==> config.mk <==
export PLATFORM = sky130hd
export DESIGN_NAME = irr_responder
export DESIGN_NICKNAME = d
export VERILOG_FILES = /design/src/hdl/irr_pkg.sv /design/src/hdl/irr_responder.sv
export SDC_FILE = /design/constraint.sdc
export NUM_CORES = 1
export LEC_CHECK = 0
export ABC_AREA = 1
export BUFFER_PORTS_ARGS = -buffer_cell sky130_fd_sc_hd__buf_2
export CAP_MARGIN = 25
export CORE_MARGIN = 5
export CORE_UTILIZATION = 58
export CTS_CLUSTER_DIAMETER = 30
export CTS_CLUSTER_SIZE = 40
export DETAILED_ROUTE_END_ITERATION = 6
export HOLD_SLACK_MARGIN = 0.12
export PLACE_DENSITY = 0.87
export SYNTH_ARGS = -nofsm -noshare
export SYNTH_HDL_FRONTEND = slang
export SYNTH_SLANG_ARGS = --single-unit
export TNS_END_PERCENT = 50
==> constraint.sdc <==
create_clock -name mclk -period 5.85 [get_ports mclk]
set_clock_uncertainty 0.1 [all_clocks]
set_input_delay 0.2925 -clock mclk [delete_from_list [all_inputs] [get_ports mclk]]
set_output_delay 0.2925 -clock mclk [all_outputs]
set_load 0.01 [all_outputs]
==> src/hdl/irr_pkg.sv <==
// Purpose: Shared constants and carriers of the identity resource responder.
// Assumes: One 40 MHz clock, synchronous active-high reset.
// Notes:   Multi-byte answers go out highest byte first.
//
// Functional notes
// - Serial string holds at most ten ASCII bytes.
// - Serial left justified, unused bytes read 00h.
// - Direct read offsets 0..5 select qualifiers.
// - Serial qualifiers: name, size 10, 0, 15, 0Bh.
// - Bad direct or indirect read answers 13 40.
// - Every direct write answers 14 41.
// - Every indirect write answers 10 41.
// - Indirect read offset indexes first string byte.
// - Indirect read returns at most eight bytes.
// - String bytes sent lowest index first.
// - Revision string holds at most twenty bytes.
// - Firmware part pads trailing bytes with 20h.
// - Hardware revision fills last four bytes, index 16.
// - Hardware revision is HW_ plus letter A..Z.
// - Revision read at 0010h returns four bytes.
// - Offset bits 14..7 ignored, 6..0 used.
// - Revision qualifiers: size 20, 0, 15, 0Bh.
package irr_pkg;

  // ----------------------------------------------------------------
  // Resource identifiers and sizes
  // ----------------------------------------------------------------
  localparam logic [11:0] SERIAL_ID    = 12'h284;
  localparam logic [11:0] REVISION_ID  = 12'h285;
  localparam int          SERIAL_LEN   = 10;
  localparam int          REV_LEN      = 20;
  localparam int          FW_LEN       = 16;
  localparam int          MAX_BYTES    = 8;
  localparam int          IDX_W        = 7;

  // ----------------------------------------------------------------
  // Qualifier selectors and values
  // ----------------------------------------------------------------
  localparam logic [6:0]  Q_NAME       = 7'h00;
  localparam logic [6:0]  Q_SIZE       = 7'h01;
  localparam logic [6:0]  Q_RD_LEVEL   = 7'h02;
  localparam logic [6:0]  Q_WR_LEVEL   = 7'h03;
  localparam logic [6:0]  Q_OVERRUN    = 7'h04;
  localparam logic [6:0]  Q_TYPE       = 7'h05;
  localparam logic [15:0] RD_LEVEL     = 16'h0000;
  localparam logic [15:0] WR_LEVEL     = 16'h000f;
  localparam logic [15:0] TYPE_STRING  = 16'h000b;
  localparam logic [3:0]  NAME_BYTES   = 4'h8;
  localparam logic [3:0]  QUAL_BYTES   = 4'h2;

  // ----------------------------------------------------------------
  // Error codes and fill bytes
  // ----------------------------------------------------------------
  localparam logic [15:0] ERR_READ     = 16'h1340;
  localparam logic [15:0] ERR_DWRITE   = 16'h1441;
  localparam logic [15:0] ERR_IWRITE   = 16'h1041;
  localparam logic [7:0]  SERIAL_FILL  = 8'h00;
  localparam logic [7:0]  FW_FILL      = 8'h20;
  localparam logic [23:0] HW_PREFIX    = 24'h48575f;
  localparam logic [7:0]  HW_FIRST     = 8'h41;
  localparam logic [7:0]  HW_LAST      = 8'h5a;

  // ----------------------------------------------------------------
  // Carriers
  // ----------------------------------------------------------------
  typedef struct packed {
    logic        valid;
    logic [11:0] resource_identifier;
    logic        indirect;
    logic        write;
    logic [14:0] offset;
  } irr_req_s;

  typedef struct packed {
    logic        valid;
    logic        error;
    logic [15:0] err_code;
    logic [3:0]  length;
    logic [63:0] data;
  } irr_rsp_s;

endpackage

==> src/hdl/irr_responder.sv <==
// Purpose: Answers serial number and revision resource requests.
// Assumes: Requester logic runs on mclk; one request per cycle at most.
// Notes:   Answer is a one-cycle pulse on the edge after the request.
`timescale 1ns/10ps
`default_nettype none

module irr_responder #(
  parameter int          SERIAL_CHARS  = 10,
  parameter logic [79:0] SERIAL_TEXT   = 80'h30_30_30_30_30_30_30_30_30_31,
  parameter int          FW_CHARS      = 4,
  parameter logic [127:0] FW_TEXT      = {96'h0, 32'h30_31_2e_31},
  parameter logic [7:0]  HW_LETTER     = 8'h41,
  // Labels are arbitrary neutral text, byte 0 in the top bits.
  parameter logic [63:0] SERIAL_LABEL  = 64'h53_45_52_49_41_4c_4e_52,
  parameter logic [63:0] REVISION_LABEL = 64'h52_45_56_49_53_49_4f_4e,
  parameter logic [15:0] SERIAL_OVERRUN = 16'd180,
  parameter logic [15:0] REV_OVERRUN    = 16'd70
) (
  // Clock and reset
  input  wire logic             mclk,
  input  wire logic             srst,
  // Request from the transaction layer
  input  wire irr_pkg::irr_req_s req,
  // Answer to the transaction layer
  output var  irr_pkg::irr_rsp_s rsp
);

  // ----------------------------------------------------------------
  // Constant string storage
  // ----------------------------------------------------------------
  // Text parameters hold byte i at bits [8i+:8]. The stores are plain
  // wires of constants, so reset and accesses never alter them.
  logic [7:0] serial_mem [irr_pkg::SERIAL_LEN];
  logic [7:0] rev_mem    [irr_pkg::REV_LEN];
  logic [7:0] hw_letter_ok;

  // A letter outside A..Z is replaced by A rather than sent as given.
  assign hw_letter_ok = (HW_LETTER >= irr_pkg::HW_FIRST && HW_LETTER <= irr_pkg::HW_LAST)
                      ? HW_LETTER : irr_pkg::HW_FIRST;

  genvar gi;
  generate
    for (gi = 0; gi < irr_pkg::SERIAL_LEN; gi++) begin : g_serial
      assign serial_mem[gi] = (gi < SERIAL_CHARS) ? SERIAL_TEXT[8*gi +: 8]
                                                  : irr_pkg::SERIAL_FILL;
    end
    for (gi = 0; gi < irr_pkg::FW_LEN; gi++) begin : g_fw
      assign rev_mem[gi] = (gi < FW_CHARS) ? FW_TEXT[8*gi +: 8]
                                           : irr_pkg::FW_FILL;
    end
  endgenerate

  assign rev_mem[irr_pkg::FW_LEN]     = irr_pkg::HW_PREFIX[23:16];
  assign rev_mem[irr_pkg::FW_LEN + 1] = irr_pkg::HW_PREFIX[15:8];
  assign rev_mem[irr_pkg::FW_LEN + 2] = irr_pkg::HW_PREFIX[7:0];
  assign rev_mem[irr_pkg::FW_LEN + 3] = hw_letter_ok;

  // ----------------------------------------------------------------
  // Request decode
  // ----------------------------------------------------------------
  logic                     hit;
  logic                     is_serial;
  logic [irr_pkg::IDX_W-1:0] idx;
  logic [7:0]               str_len;
  logic [7:0]               remain;
  logic [3:0]               rd_count;

  assign is_serial = (req.resource_identifier == irr_pkg::SERIAL_ID);
  assign hit       = req.valid && (is_serial ||
                     req.resource_identifier == irr_pkg::REVISION_ID);
  assign idx       = req.offset[irr_pkg::IDX_W-1:0];
  assign str_len   = is_serial ? 8'(irr_pkg::SERIAL_LEN) : 8'(irr_pkg::REV_LEN);
  assign remain    = str_len - {1'b0, idx};
  // Up to eight bytes per answer; the tail read is shorter.
  assign rd_count  = (remain > 8'(irr_pkg::MAX_BYTES)) ? 4'(irr_pkg::MAX_BYTES)
                                                      : remain[3:0];

  // ----------------------------------------------------------------
  // Indirect read lanes
  // ----------------------------------------------------------------
  logic [63:0] str_data;

  generate
    for (gi = 0; gi < irr_pkg::MAX_BYTES; gi++) begin : g_lane
      logic [7:0] pos;
      assign pos = 8'(idx) + 8'(gi);
      // Lane 0 travels in the top byte so it is sent first.
      assign str_data[63 - 8*gi -: 8] =
          (pos >= str_len) ? 8'h00 :
          is_serial        ? serial_mem[pos[3:0]]
                           : rev_mem[pos[4:0]];
    end
  endgenerate

  // ----------------------------------------------------------------
  // Answer selection
  // ----------------------------------------------------------------
  irr_pkg::irr_rsp_s rsp_nxt;

  always_comb begin
    rsp_nxt          = '0;
    rsp_nxt.valid    = hit;
    if (req.write && !req.indirect) begin
      rsp_nxt.error    = 1'b1;
      rsp_nxt.err_code = irr_pkg::ERR_DWRITE;
    end else if (req.write) begin
      // Write level 15 is never granted, so every write fails.
      rsp_nxt.error    = 1'b1;
      rsp_nxt.err_code = irr_pkg::ERR_IWRITE;
    end else if (req.indirect) begin
      if ({1'b0, idx} >= str_len) begin
        rsp_nxt.error    = 1'b1;
        rsp_nxt.err_code = irr_pkg::ERR_READ;
      end else begin
        rsp_nxt.length = rd_count;
        rsp_nxt.data   = str_data;
      end
    end else begin
      rsp_nxt.length = irr_pkg::QUAL_BYTES;
      unique case (idx)
        irr_pkg::Q_NAME: begin
          rsp_nxt.length = irr_pkg::NAME_BYTES;
          rsp_nxt.data   = is_serial ? SERIAL_LABEL : REVISION_LABEL;
        end
        irr_pkg::Q_SIZE:
          rsp_nxt.data[63:48] = {8'h00, str_len};
        irr_pkg::Q_RD_LEVEL:
          rsp_nxt.data[63:48] = irr_pkg::RD_LEVEL;
        irr_pkg::Q_WR_LEVEL:
          rsp_nxt.data[63:48] = irr_pkg::WR_LEVEL;
        irr_pkg::Q_OVERRUN:
          rsp_nxt.data[63:48] = is_serial ? SERIAL_OVERRUN : REV_OVERRUN;
        irr_pkg::Q_TYPE:
          rsp_nxt.data[63:48] = irr_pkg::TYPE_STRING;
        default: begin
          rsp_nxt.length   = 4'h0;
          rsp_nxt.error    = 1'b1;
          rsp_nxt.err_code = irr_pkg::ERR_READ;
        end
      endcase
    end
    // Idle cycles and foreign resources leave every answer field at zero.
    if (!hit) begin
      rsp_nxt = '0;
    end
  end

  // ----------------------------------------------------------------
  // Answer register
  // ----------------------------------------------------------------
  always_ff @(posedge mclk) begin
    if (srst) begin
      rsp <= '0;
    end else begin
      rsp <= rsp_nxt;
    end
  end

endmodule

`default_nettype wire

==> results.json <==
{
  "outcome": "finished, final reports clean",
  "synth-xor-area-share": 0.02878,
  "finalHoldViolCount": 0,
  "grt_setup_unrepaired": "no",
  "dp.final_hpwl_um": 10860,
  "worst_pin_slew_ns": 0.7738,
  "avgSynthCellArea_um2": 6.978,
  "max_slew_margin": 0.4836,
  "antenna_cells": 0,
  "grt_overflow": 0,
  "period_needed_ns": 3.665,
  "synthSimpleGateAreaFrac": 0.2825,
  "cts_buffer_depth": 2,
  "arrival_ns": 3.85,
  "pin_count": 118,
  "die_h_um": 98.30,
  "yosysMostFrequentCell": "nand2_1",
  "drt_pass1_iterations": 5,
  "clock_sinks": 64,
  "place_area_um2": 4917,
  "synth_adder_area_share": 0.1134,
  "peakVddDrop_mv": 0.1336,
  "ys_warn_count": 0,
  "rows": 32,
  "grt_pass1_vias": 4342,
  "vias_per_cell": 5.597,
  "hp-class": "primary input to register",
  "synth_edf_count": 0,
  "synth-main-ff-cell": "dfxtp_1",
  "setup.worst_path.start": "req[0]",
  "finalSetupTns_ns": 0,
  "crit_path_max_fanout": 14,
  "stdcell_area_um2": 5130,
  "coreArea_um2": 7647,
  "yosys.area.top_type": "dfxtp_1",
  "synth_area_um2": 4522,
  "drv_slew": 0,
  "dieArea_um2": 9662,
  "wl_per_cell_um": 17.17,
  "io_buffers": 92,
  "syn-instance-count": 648,
  "max_freq_mhz": 272.9,
  "ctsResizeCount": 0,
  "drtIter0Drc": 515,
  "cts_tree": "built",
  "synth_top_family_by_area": "simple AND/OR/NAND/NOR gates",
  "wl_um": 14390,
  "synth_top_cell_area_share": 0.2833,
  "synth_cell_types": 50,
  "dieWidth_um": 98.30,
  "crit_end": "rsp[1]",
  "synth-seq-area-share": 0.2833,
  "grt_usage": 0.2951,
  "synth_compound_area_frac": 0.1580,
  "min_path_cells": 2,
  "grt_pass1_wl_um": 22490,
  "clkTransAtPathRegs_ns": 0.08,
  "p_leak_nw": 2.681,
  "cp-start-kind": "primary input",
  "drc": 0,
  "antenna_found_initial": 0,
  "top_regs": "rsp: 64 flops",
  "antenna_left": 0,
  "largest_reg_flops": 64,
  "ys_ff_latch": 64,
  "synth.mux.area_fraction": 0,
  "synth_common_cells": "125 x nand2_1, 80 x inv_1, 64 x dfxtp_1",
  "holdWs_ns": 0.2086,
  "async_flop_share": 0,
  "worst-setup-path-type": "primary input to register",
  "start_util": 0.5913,
  "drv_cap": 0,
  "min_period_over_period": 0.6264,
  "drive_gt1_frac": 0.2092,
  "critical_path_required_ns": 6.04,
  "grt_start_max_net_pins": 41,
  "cts_root_buffer": "clkbuf_8",
  "cts_max_level": 3,
  "final_nets": 804,
  "ys_top_cells_by_area": "dfxtp_1 28%, ha_1 11%, nand2_1 10%, inv_1 6.6%, nor2_1 5.1%",
  "setup_viol": 0,
  "max_flop_register": "rsp",
  "cts_buffers": 9,
  "vias": 4690,
  "pwr_density_cell_nw_per_um2": 203.2,
  "syn_to_final_growth_pct": 13.45,
  "gp_congestion": 0.9693,
  "end_kind": "register"
}
[stage by stage]
stage / utilization / setup WS, ns / total power [W] / std cells
global route: 0.6708 / 2.044 / 0.001086 / 838
global placement: 0.6430 / 2.153 / 0.0006453 / 821
floorplan: - / 3.063 / 0.0005998 / 664
CTS: 0.6708 / 2.354 / 0.001034 / 838
finish: 0.6708 / 2.185 / 0.001042 / 838
detailed placement: 0.6430 / 1.996 / 0.0006479 / 821
[power breakdown]
group	internal, W	switching [W]
combinational	0.0000597	0.000151
sequential	0.000435	0.00000000157
clock	0.000201	0.000196
total	0.000696	0.000347
[critical path, cell delays in order]
cell,delay [ns]
buf_2,0.33
clkinv_1,0.58
ha_1,0.56
o21ai_0,0.32
xor2_1,0.44
inv_1,0.22
ha_1,0.33
inv_1,0.03
a21oi_1,0.18
nor3b_2,0.28
nand3_1,0.16
nand2_1,0.09
[final cells by class]
cell class	instances	area, um^2
Timing Repair Buffer	94	478.0
Inverter	91	341.6
Clock buffer	9	123.9
Sequential cell	64	1281
Multi-Input combinational cell	471	2699
Tap cell	102	127.6
Clock inverter	7	78.83
Fill cell	709	2517
[routing by layer]
layer  vias up  global-route usage  share of wire
met3        38             0.07429           0.10
met4         0              0.1113          0.031
li1       2247                   -              -
met5         -                   0              0
met1      2136              0.3749           0.40
met2       269              0.4815           0.46
[worst min-delay path by stage]
stage               to  slack, ns  startpoint
6_report       rsp[78]       0.21     req[16]
5_1_grt        rsp[78]       0.22     req[16]
4_1_cts        rsp[78]       0.19     req[16]
3_5_place_dp   rsp[76]       0.39     req[15]
3_3_place_gp   rsp[76]       0.39     req[15]
2_1_floorplan  rsp[76]       0.26     req[15]
[timing repair]
action | 4_1_cts | 5_1_grt
setup buffers | 0 | 0
hold buffers | 1 | 0
hold endpoints to repair | 3 | 0
[placed cells by master (no fill, tap or decap), drive strengths merged, types with 9 or more instances in the layout]
master  synthesis  layout
buf            34      93
nand3          40      40
clkbuf          4       9
o21ai          47      47
dfxtp          64      64
nor2           73      73
ha             41      41
a21oi          47      47
xor2           13      13
nand2         135     135
conb            1      17
inv            89      92
[logic make-up after synthesis]
group | Yosys count
XOR/XNOR | 14
flip-flops | 64
adder cells (fa/ha/maj) | 41
buffers and inverters | 129
AO/OA/AOI/OAI | 123
other | 1
AND/OR/NAND/NOR | 276
Note: power is estimated with default switching activity, not from simulation.
